File: config.mk
export PLATFORM = sky130hd
export DESIGN_NAME = nv_config_loader
export DESIGN_NICKNAME = d
export VERILOG_FILES = /design/src/rtl/nv_config_pkg.sv /design/src/rtl/pin_sync.sv /design/src/rtl/por_timer.sv /design/src/rtl/nv_config_loader.sv
export SDC_FILE = /design/constraint.sdc
export NUM_CORES = 1
export LEC_CHECK = 0
export ABC_AREA = 0
export BUFFER_PORTS_ARGS = -buffer_cell sky130_fd_sc_hd__buf_2
export CAP_MARGIN = 10
export CORE_ASPECT_RATIO = 0.5
export CORE_UTILIZATION = 26
export DETAILED_ROUTE_END_ITERATION = 10
export SLEW_MARGIN = 5
export SYNTH_ARGS = -nofsm -noshare
export SYNTH_HDL_FRONTEND = slang
export SYNTH_HIERARCHICAL = 1
export SYNTH_SLANG_ARGS = --single-unit
File: constraint.sdc
create_clock -name sys_clk -period 2.94 [get_ports sys_clk]
set_input_delay 0.294 -clock sys_clk [delete_from_list [all_inputs] [get_ports sys_clk]]
set_output_delay 0.294 -clock sys_clk [all_outputs]
set_load 0.05 [all_outputs]
File: src/rtl/nv_config_pkg.sv
/*
  Constants for the power-on configuration loader of the serial flash: field positions of the stored
  configuration word, its delivery value, instruction codes and power-on timing.
  Assumes a 20 MHz system clock that oversamples the serial link.
*/
package nv_config_pkg;
  localparam int unsigned CLK_HZ = 20_000_000;
  localparam int WORD_W = 16;
  localparam int DUMMY_HI = 15;
  localparam int DUMMY_LO = 12;
  localparam int EXEC_HI = 11;
  localparam int EXEC_LO = 9;
  localparam int DRV_HI = 8;
  localparam int DRV_LO = 6;
  localparam int FAST_POR_BIT = 5;
  localparam int HOLD_EN_BIT = 4;
  localparam int QUAD_N_BIT = 3;
  localparam int DUAL_N_BIT = 2;
  localparam logic [15:0] WORD_DELIVERY = 16'hffff;
  localparam logic [1:0] RESERVED_ONES = 2'h3;
  localparam logic [3:0] DUMMY_DEFAULT = 4'hf;
  localparam logic [2:0] EXEC_OFF = 3'h7;
  localparam logic [2:0] DRV_30_OHM = 3'h7;
  localparam logic [7:0] CMD_READ_WORD = 8'hb5;
  localparam logic [7:0] CMD_WRITE_WORD = 8'hb1;
  localparam logic [7:0] CMD_WRITE_LATCH = 8'h06;
  localparam logic [7:0] CMD_READ_STATUS = 8'h05;
  localparam logic [7:0] CMD_READ_FLAGS = 8'h70;
  localparam logic [7:0] CMD_FAST_READ = 8'h0b;
  localparam logic [7:0] CMD_READ = 8'h03;
  localparam int FAST_POR_US = 100;
  localparam int FULL_POR_US = 700;
  localparam int SECOND_PHASE_US = 500;
  // The margin covers the power pin synchroniser and the load cycle, so reads open inside the limit.
  localparam int FAST_POR_CYC = FAST_POR_US * (CLK_HZ / 1_000_000) - 8;
  localparam int FULL_POR_CYC = FULL_POR_US * (CLK_HZ / 1_000_000);
  localparam int SECOND_PHASE_CYC = SECOND_PHASE_US * (CLK_HZ / 1_000_000);
  localparam int TIMER_W = 16;
  typedef enum logic [1:0] {proto_extended, proto_dual, proto_quad} protocol_e;
endpackage : nv_config_pkg

File: src/rtl/pin_sync.sv
/*
  Two-stage synchroniser for one pin level.
  Assumes the pin is asynchronous to sys_clk.
*/
`timescale 1ns/1ps
module pin_sync #(
  parameter logic IDLE = 1'b0
) (
  input wire logic sys_clk,
  input wire logic rst,
  input wire logic pin,
  output logic level
);
  logic stage1;
  always_ff @(posedge sys_clk)
  begin
    if (rst)
    begin
      stage1 <= IDLE;
      level <= IDLE;
    end
    else
    begin
      stage1 <= pin;
      level <= stage1;
    end
  end
endmodule : pin_sync

File: src/rtl/por_timer.sv
/*
  Countdown timer: load a cycle count, done rises when it has run out.
  Assumes the count fits the timer width.
*/
`timescale 1ns/1ps
module por_timer (
  input wire logic sys_clk,
  input wire logic rst,
  input wire logic load,
  input wire logic [nv_config_pkg::TIMER_W-1:0] count,
  output logic done
);
  import nv_config_pkg::*;
  logic [TIMER_W-1:0] remain;
  always_ff @(posedge sys_clk)
  begin
    if (rst)
      remain <= '0;
    else if (load)
      remain <= count;
    else if (remain != '0)
      remain <= remain - 1'b1;
  end
  assign done = (remain == '0) && !load;
endmodule : por_timer

File: src/rtl/nv_config_loader.sv
/*
  Power-on configuration loader of a serial flash: holds the stored configuration word, copies it
  into the working configuration at power-on, runs the (fast) power-on sequence and serves the
  read and write instructions for the word over a single-line serial link.
  Assumes a host that drives serial clock and chip select and keeps its own dummy-count choice.
*/
`timescale 1ns/1ps
module nv_config_loader (
  input wire logic sys_clk,
  input wire logic rst,
  input wire logic power_on,
  input wire logic serial_clk,
  input wire logic chip_select_n,
  input wire logic serial_in,
  output logic serial_out,
  output logic serial_out_en,
  input wire logic fourth_io_line,
  output logic [3:0] dummy_clocks,
  output logic [2:0] direct_execution_mode,
  output logic [2:0] driver_strength,
  output nv_config_pkg::protocol_e start_protocol,
  output logic hold_function_en,
  output logic hold_active,
  output logic ready,
  output logic reads_only,
  output logic polls_only
);
  import nv_config_pkg::*;

  ////////////////////////////////////////////////////////////////////////////
  // Pin synchronisers and serial clock edge detection.

  logic clk_s;
  logic cs_n_s;
  logic din_s;
  logic hold_s;
  logic power_on_s;
  logic clk_d;

  // Each synchroniser resets to the idle level of its pin, so no false select or hold follows reset.
  pin_sync #(
    .IDLE(1'b0)
  ) sync_clk (
    .sys_clk(sys_clk),
    .rst(rst),
    .pin(serial_clk),
    .level(clk_s)
  );
  pin_sync #(
    .IDLE(1'b1)
  ) sync_cs (
    .sys_clk(sys_clk),
    .rst(rst),
    .pin(chip_select_n),
    .level(cs_n_s)
  );
  pin_sync #(
    .IDLE(1'b0)
  ) sync_din (
    .sys_clk(sys_clk),
    .rst(rst),
    .pin(serial_in),
    .level(din_s)
  );
  pin_sync #(
    .IDLE(1'b1)
  ) sync_hold (
    .sys_clk(sys_clk),
    .rst(rst),
    .pin(fourth_io_line),
    .level(hold_s)
  );
  pin_sync #(
    .IDLE(1'b0)
  ) sync_power (
    .sys_clk(sys_clk),
    .rst(rst),
    .pin(power_on),
    .level(power_on_s)
  );

  always_ff @(posedge sys_clk)
  begin
    if (rst)
      clk_d <= 1'b0;
    else
      clk_d <= clk_s;
  end

  wire rise = clk_s && !clk_d && !cs_n_s;
  wire fall = !clk_s && clk_d && !cs_n_s;

  ////////////////////////////////////////////////////////////////////////////
  // Stored word, working copy and power-on sequence.

  typedef enum logic [2:0] {st_off, st_load, st_boot_fast, st_boot_full, st_reads_only, st_second_phase,
                            st_ready} por_e;
  por_e por_state;
  por_e next_por_state;
  logic [15:0] stored_word;
  logic [15:0] working;
  logic [TIMER_W-1:0] timer_count;
  logic timer_load;
  logic timer_done;
  logic power_on_d;
  logic latch_cmd_seen;
  logic write_word_done;
  logic [15:0] write_shift;

  por_timer timer (
    .sys_clk(sys_clk),
    .rst(rst),
    .load(timer_load),
    .count(timer_count),
    .done(timer_done)
  );

  always_ff @(posedge sys_clk)
  begin
    if (rst)
      power_on_d <= 1'b0;
    else
      power_on_d <= power_on_s;
  end

  wire power_rise = power_on_s && !power_on_d;
  wire fast_por = !working[FAST_POR_BIT];

  always_comb
  begin
    next_por_state = por_state;
    timer_load = 1'b0;
    timer_count = '0;
    case (por_state)
      st_off:
        if (power_rise)
          next_por_state = st_load;
      st_load:
      begin
        timer_load = 1'b1;
        if (!stored_word[FAST_POR_BIT])
        begin
          timer_count = TIMER_W'(FAST_POR_CYC);
          next_por_state = st_boot_fast;
        end
        else
        begin
          timer_count = TIMER_W'(FULL_POR_CYC);
          next_por_state = st_boot_full;
        end
      end
      st_boot_fast:
        if (timer_done)
          next_por_state = st_reads_only;
      st_boot_full:
        if (timer_done)
          next_por_state = st_ready;
      st_reads_only:
        if (latch_cmd_seen)
        begin
          timer_load = 1'b1;
          timer_count = TIMER_W'(SECOND_PHASE_CYC);
          next_por_state = st_second_phase;
        end
      st_second_phase:
        if (timer_done)
          next_por_state = st_ready;
      st_ready:
        next_por_state = st_ready;
      default:
        next_por_state = st_off;
    endcase
    if (!power_on_s)
      next_por_state = st_off;
  end

  always_ff @(posedge sys_clk)
  begin
    if (rst)
      por_state <= st_off;
    else
      por_state <= next_por_state;
  end

  // Copy every field once per power-on, so later writes only act at the next one.
  always_ff @(posedge sys_clk)
  begin
    if (rst)
      working <= WORD_DELIVERY;
    else if (por_state == st_load)
      working <= stored_word;
  end

  // Stored word survives power cycles; rst stands for factory delivery.
  always_ff @(posedge sys_clk)
  begin
    if (rst)
      stored_word <= WORD_DELIVERY;
    else if (write_word_done)
      stored_word <= {write_shift[14:1], RESERVED_ONES};
  end

  ////////////////////////////////////////////////////////////////////////////
  // Working configuration outputs.

  wire [3:0] dummy_field = working[DUMMY_HI:DUMMY_LO];
  assign dummy_clocks = (dummy_field == 4'h0) ? DUMMY_DEFAULT : dummy_field;
  assign direct_execution_mode = working[EXEC_HI:EXEC_LO];
  assign driver_strength = working[DRV_HI:DRV_LO];
  assign hold_function_en = working[HOLD_EN_BIT];
  assign hold_active = hold_function_en && !hold_s && !cs_n_s;
  assign start_protocol = !working[QUAD_N_BIT] ? proto_quad :
                          !working[DUAL_N_BIT] ? proto_dual : proto_extended;
  assign ready = (por_state == st_ready);
  assign reads_only = (por_state == st_reads_only) && fast_por;
  assign polls_only = (por_state == st_second_phase);

  ////////////////////////////////////////////////////////////////////////////
  // Serial instruction engine, single line, mode 0.

  logic [7:0] cmd;
  logic [5:0] bit_cnt;
  logic [15:0] read_shift;
  logic reading;
  logic writing;
  wire cmd_complete = rise && (bit_cnt == 6'd7);
  wire [7:0] cmd_now = {cmd[6:0], din_s};
  wire accept_any = (por_state == st_ready);
  wire accept_read = accept_any || (por_state == st_reads_only);
  wire accept_poll = accept_any || (por_state == st_second_phase);
  wire is_read = (cmd_now == CMD_READ) || (cmd_now == CMD_FAST_READ);
  wire is_poll = (cmd_now == CMD_READ_STATUS) || (cmd_now == CMD_READ_FLAGS);
  wire start_read_word = cmd_complete && accept_any && (cmd_now == CMD_READ_WORD);
  wire start_write_word = cmd_complete && accept_any && (cmd_now == CMD_WRITE_WORD);
  wire frame_ok = accept_any || (accept_read && is_read) || (accept_poll && is_poll);
  assign latch_cmd_seen = cmd_complete && (cmd_now == CMD_WRITE_LATCH) && (por_state == st_reads_only);
  assign write_word_done = writing && rise && (bit_cnt == 6'd23) && !hold_active;

  always_ff @(posedge sys_clk)
  begin
    if (rst || cs_n_s)
    begin
      cmd <= 8'h00;
      bit_cnt <= 6'd0;
      reading <= 1'b0;
      writing <= 1'b0;
      write_shift <= 16'h0000;
    end
    else if (rise && !hold_active && bit_cnt != 6'd63)
    begin
      if (bit_cnt < 6'd8)
        cmd <= cmd_now;
      if (writing)
        write_shift <= {write_shift[14:0], din_s};
      bit_cnt <= (cmd_complete && !frame_ok) ? 6'd63 : bit_cnt + 6'd1;
      if (start_read_word)
        reading <= 1'b1;
      if (start_write_word)
        writing <= 1'b1;
      if (write_word_done)
        writing <= 1'b0;
    end
  end

  always_ff @(posedge sys_clk)
  begin
    if (rst)
    begin
      read_shift <= 16'h0000;
      serial_out <= 1'b0;
    end
    else if (start_read_word)
      read_shift <= stored_word;
    else if (reading && fall && !hold_active)
    begin
      serial_out <= read_shift[15];
      read_shift <= {read_shift[14:0], read_shift[15]};
    end
  end

  assign serial_out_en = reading && !cs_n_s && !hold_active;
endmodule : nv_config_loader

==> flow_summary.toml, run 1 <==
[floorplan]
fp.dieArea_um2 = 18900
die_w_um = 193
io_pins = 26
initial_utilization_pct = 27.0
die_y_um = 97.6
core_area_um2 = 17600
rows = 34

[global_route]
met2_usage_pct = 16.8
grt_max_degree = 53
use_met3_pct = 2.85
antenna_found_initial = 0
grt-ovfl-total = 0
track_usage_pct = 10.8
top_usage_layer = "met2"
grt_pass1_wl_mm = 16.9
first_global_vias = 3367
gr-usage-met1_pct = 14.8

[route]
postRouteAntennaNets = 0
drcViolationCount = 0
dr_total_vias = 3722
routed_via_density = 4.72
avgRoutedWirePerCell_um = 12.5
first_pass_iters = 4
wl_mm = 9.89
drtIter0Drc = 324

[cts]
hold_buffers = 0
cts_root_buffer = "clkbuf_16"
numCtsBuffers = 9
cts_tree = "built"
clock_sinks = 106
clk_latency_ns = 0.35
post_cts_buffers = 0
clock_path_buffers = 2
cts.clk_slew.worst_paths_ns = 0.07
h-tree-depth = 3
cts_resized = 0

[final_layout]
fillerInstances = 1874
stdcell_count = 788
drive_gt1_share_pct = 13.4
layout.nets = 558
syn2layout_area_growth_pct = 11.9
multi_input_area_um2 = 2360
regArea_um2 = 2120
num_antenna_cells = 0

[sta]
setup_ws_ns = 0.316
tightest_slew_ns = 0.663
max_slew_margin_pct = 55.8
whs_ns = 0.119
fmax_mhz = 381
fin_setup_tns_ns = 0
rsz0062_at_grt = "false"
finalClockSkew_ns = 0.0111
fin_crit_ns = 2.62
maxSlewViolCount = 0
hold_viol_final = 0
period_share_pct = 89.2
setup_viol = 0

[status]
status = "finished, final reports clean"

[logic_synthesis]
ys_warn_count = 6
netlist.area_leader.share_pct = 44.6
yosysSeqAreaShare_pct = 44.6
synth_edf_count = 0
ys_top_cells_by_count = "dfxtp_1, nand2_1, a21oi_1"
yosys.area.top_type = "dfxtp_1"
synth_most_common_cell = "dfxtp_1"
syn_avg_cell_area_um2 = 8.87
ys_types = 67
synth_area_leaders = "dfxtp_1, nand2_1, a21oi_1"
syn_area_um2 = 4750
ys.flop_type = "dfxtp_1"
async_reset_ff_share_pct = 0
syn_inst = 536
ys_ff_latch = 106

[worst_setup_path]
required_ns = 3.19
crit_fanout = 17
cp-end-kind = "flip-flop"
crit_type = "reg -> reg"
start_kind = "flip-flop"
ff2ff_setup_slack_ns = 0.32
cp_data_arrival_time_ns = 2.87

[place]
dp_hpwl_mm = 6.76
place_congestion = 0.795
dpl.cell_count = 772
post-place-ws_ns = 0.360
io_buffer_count = 25

[pwr]
power.total_mw = 3.52
leakage_nw = 1.91
power_density_nw_per_um2 = 662
peakVddDrop_mv = 0.277

[job]
cap_viol_max_count = 0

[min_path]
hp-class = "in -> reg"
registers in the layout, indices dropped and copies added, names as in the netlist, 3 cells and up:
name	flops
read_shift	16
timer/remain	16
write_shift	15
stored_word	14
working	14
cmd	7
bit_cnt	6
por_state	3
path summary, 6_finish.rpt:
kind	end	cells after the start	startpoint
max reg2reg	timer/remain[2]$_SDFFE_PP0N_	9	bit_cnt[0]$_SDFFE_PP0P_
max	timer/remain[2]$_SDFFE_PP0N_	9	bit_cnt[0]$_SDFFE_PP0P_
min	sync_hold/stage1$_SDFF_PP1_	2	fourth_io_line
min reg2reg	sync_hold/level$_SDFF_PP1_	1	sync_hold/stage1$_SDFF_PP1_
through the flow:
step	util (%)	area, um^2
2_1_floorplan	-	4770
3_3_place_gp	28.6	5030
3_5_place_dp	28.6	5030
4_1_cts	30.2	5320
5_1_grt	30.2	5320
6_report	30.2	5320
critical path: stages, from the launching register on:
cell	delay [ns]
dfxtp_1	0.36
ha_1	0.19
and2_1	0.22
nand4_1	0.17
or4_1	0.49
nand2_1	0.22
buf_4	0.25
nor3_2	0.10
a211o_1	0.29
a221oi_1	0.23
logic make-up (layout without fill, tap and decap cells):
family          count (synthesis)  count (layout)  share of synthesized area (%)
fa+ha+maj                       2               2                          0.526
buf+inv                        54              67                           6.05
other cells                     1               6                         0.0789
xor+xnor                        7               7                           1.29
compound gates                126             126                           18.4
flops                         106             106                           44.6
mux                            10              10                           2.11
simple gates                  230             230                           26.9
power by group:
group	internal, mW	leakage, nW	switching [mW]	total, mW
logic	0.327	0.908	0.430	0.757
registers	1.51	0.860	0.0881	1.60
clock network	0.592	0.144	0.573	1.16
cell usage in the layout, fill, tap and decap left out, types with 5 or more instances in the layout:
| cell | n |
|---|---|
| a22oi_1 | 14 |
| clkbuf_16 | 9 |
| nor3b_1 | 5 |
| conb_1 | 6 |
| nor3_1 | 12 |
| a21oi_1 | 45 |
| o21ai_0 | 10 |
| a31oi_1 | 6 |
| nor2b_1 | 25 |
| nand3b_1 | 13 |
| buf_4 | 9 |
| nand2b_1 | 6 |
| inv_1 | 17 |
| buf_2 | 25 |
| nand2_1 | 86 |
| dfxtp_1 | 106 |
| mux2i_1 | 10 |
| nor2_1 | 30 |
| nand3_1 | 8 |
| a211o_1 | 17 |
layout make-up:
| type | count | area share [%] |
|---|---|---|
| clock inverters | 7 | 1.11 |
| multi-input cells | 381 | 44.4 |
| inverters | 17 | 1.20 |
| clock buffers | 9 | 4.23 |
| flip-flops and latches | 106 | 39.9 |
| well taps | 234 | 5.50 |
| repair buffers | 34 | 3.62 |
per-layer routing:
layer  vias up  wire, um
met5         -         0
met3         8       322
met4         0       113
li1       1904         -
met1      1765      5040
met2        45      4410
Note: power is estimated with default switching activity, not from simulation.
==> run 2, diff against run 1 <==
BUFFER_PORTS_ARGS = -buffer_cell sky130_fd_sc_hd__clkbuf_2   (was -buffer_cell sky130_fd_sc_hd__buf_2)
==> run 2 against run 1 <==
Compared with the run above: total power grew 2.9%; critical path depth grew 3; global-route usage is essentially flat; register-to-register slack is essentially flat; sequential power is essentially flat; clock power grew 9%; final cell count shrank 0.13%; critical path type unchanged; critical endpoint is now por_state[1]$_SDFFE_PP0P_; largest power group unchanged; highest routed layer unchanged.
==> flow_summary.toml, run 2 (synthesized netlist as in run 1, its figures left out) <==
[pwr]
switching_share_pct = 30.6
p_seq_share_pct = 44.2
leakage_nw = 1.92
clkPwrFrac_pct = 34.8
combPwrFrac_pct = 21.0
p_sw_mw = 1.11
power.total_mw = 3.62
power_density_nw_per_um2 = 678
intPower_mw = 2.51
peakVddDrop_mv = 0.261

[place]
place_congestion = 0.793
post_dp_cell_area_um2 = 5030
io_buffer_count = 25
dpl.cell_count = 771
dp_hpwl_mm = 6.71

[floorplan]
die_w_um = 193
rows = 34
fp.dieArea_um2 = 18900
initial_utilization_pct = 27.0
core_area_um2 = 17600
io_pins = 26
die_y_um = 97.6

[cts]
cts_root_buffer = "clkbuf_16"
clk_latency_ns = 0.35
clock_path_buffers = 2
h-tree-depth = 3
cts.clk_slew.worst_paths_ns = 0.08
cts_tree = "built"
numCtsBuffers = 9
hold_buffers = 0
cts_resized = 0
clock_sinks = 106
post_cts_buffers = 0

[route]
wl_met1_mm = 5.10
postRouteAntennaNets = 0
avgRoutedWirePerCell_um = 12.6
drtIter0Drc = 273
wl_met2_mm = 4.41
dr_total_vias = 3619
top_layer = "met4"
first_pass_iters = 5
drcViolationCount = 0
wl_mm = 9.90
wl_met3_um = 294
routed_via_density = 4.60

[sta]
maxSlewViolCount = 0
fin_crit_ns = 2.63
max_slew_margin_pct = 57.1
tightest_slew_ns = 0.639
setup_viol = 0
hold_viol_final = 0
period_share_pct = 89.5
fmax_mhz = 380
fin_setup_tns_ns = 0
whs_ns = 0.113
finalClockSkew_ns = 0.00793
rsz0062_at_grt = "false"

[worst_setup_path]
crit_slowest_cell = "nor2_2"
cp-end-kind = "flip-flop"
cp_data_arrival_time_ns = 2.92
cp_top_family = "simple AND/OR/NAND/NOR gates"
required_ns = 3.23
crit_type = "reg -> reg"
crit_chain = "ha_1, and2_1, nand4_1, or4_1, nand2_1, inv_1, nand3_1, nor2_2, inv_1, o21ai_0, nand2_1, a21oi_1"
critPathBufInv = 2
start_kind = "flip-flop"
crit_fanout = 11
max_stage_delay_ns = 0.39

[final_layout]
final_common_cell = "dfxtp_1"
fillerInstances = 1865
drive_gt1_share_pct = 13.2
mostFrequentLayoutCells = "dfxtp_1, nand2_1, a21oi_1, nor2_1"
syn2layout_area_growth_pct = 12.4
stdcell_count = 787
reg_top3 = "read_shift: 16 flops, timer/remain: 16 flops, write_shift: 15 flops"
num_antenna_cells = 0
layout.nets = 557
stdcell_area_um2 = 5340

[global_route]
grt_max_degree = 54
grt-ovfl-total = 0
grt_pass1_wl_mm = 16.9
first_global_vias = 3347
antenna_found_initial = 0
track_usage_pct = 10.9

[job]
cap_viol_max_count = 0

[status]
status = "finished, final reports clean"

[min_path]
hp-class = "in -> reg"
==> run 2: cell types whose count changed in the layout (fill, tap and decap cells not counted) <==
cell | before | now
inv_6 | 2 | 3
inv_8 | 2 | 1
clkinvlp_4 | 0 | 1
buf_2 | 25 | 0
clkinv_8 | 0 | 1
buf_4 | 9 | 8
clkinv_2 | 2 | 0
clkinv_4 | 1 | 0
clkbuf_2 | 0 | 25
bufinv_16 | 0 | 1
==> run 2: cell type report <==
cell class / count / area (um^2) / share of cell area, %
Multi-Input combinational cell: 381 / 2360 / 44.2
Sequential cell: 106 / 2120 / 39.7
Tap cell: 234 / 293 / 5.48
Clock buffer: 9 / 225 / 4.21
Timing Repair Buffer: 33 / 185 / 3.47
Clock inverter: 7 / 91.3 / 1.71
Inverter: 17 / 63.8 / 1.19
==> run 2: through the flow <==
| step | util (%) | setup slack, ns |
|---|---|---|
| after floorplan | - | 0.565 |
| after global placement | 28.5 | 0.475 |
| after detailed placement | 28.5 | 0.386 |
| after CTS | 30.3 | 0.339 |
| after global routing | 30.3 | 0.0821 |
| final | 30.3 | 0.310 |
==> run 2: path summary, 6_finish.rpt <==
kind,startpoint,endpoint,slack (ns),depth (start not counted)
setup reg to reg,bit_cnt[0]$_SDFFE_PP0P_,por_state[1]$_SDFFE_PP0P_,0.31,12
hold reg to reg,sync_hold/stage1$_SDFF_PP1_,sync_hold/level$_SDFF_PP1_,0.41,1
setup / recovery,bit_cnt[0]$_SDFFE_PP0P_,por_state[1]$_SDFFE_PP0P_,0.31,12
hold / removal,chip_select_n,sync_cs/stage1$_SDFF_PP1_,0.11,2
==> run 2: routing by layer <==
metal | GRT usage (%) | vias up
met5 | 0 | -
met3 | 2.50 | 7
met4 | 2.89 | 0
met2 | 17.1 | 40
li1 | - | 1903
met1 | 14.9 | 1669
==> run 2: power groups by stage <==
| stage | logic (mW) | clock network [mW] | registers, mW |
|---|---|---|---|
| 2_1_floorplan | 0.601 | 0 | 1.61 |
| 3_3_place_gp | 0.745 | 0 | 1.63 |
| 6_report | 0.759 | 1.26 | 1.60 |
| 4_1_cts | 0.754 | 1.30 | 1.60 |
| 5_1_grt | 0.843 | 1.36 | 1.61 |
| 3_5_place_dp | 0.749 | 0 | 1.63 |
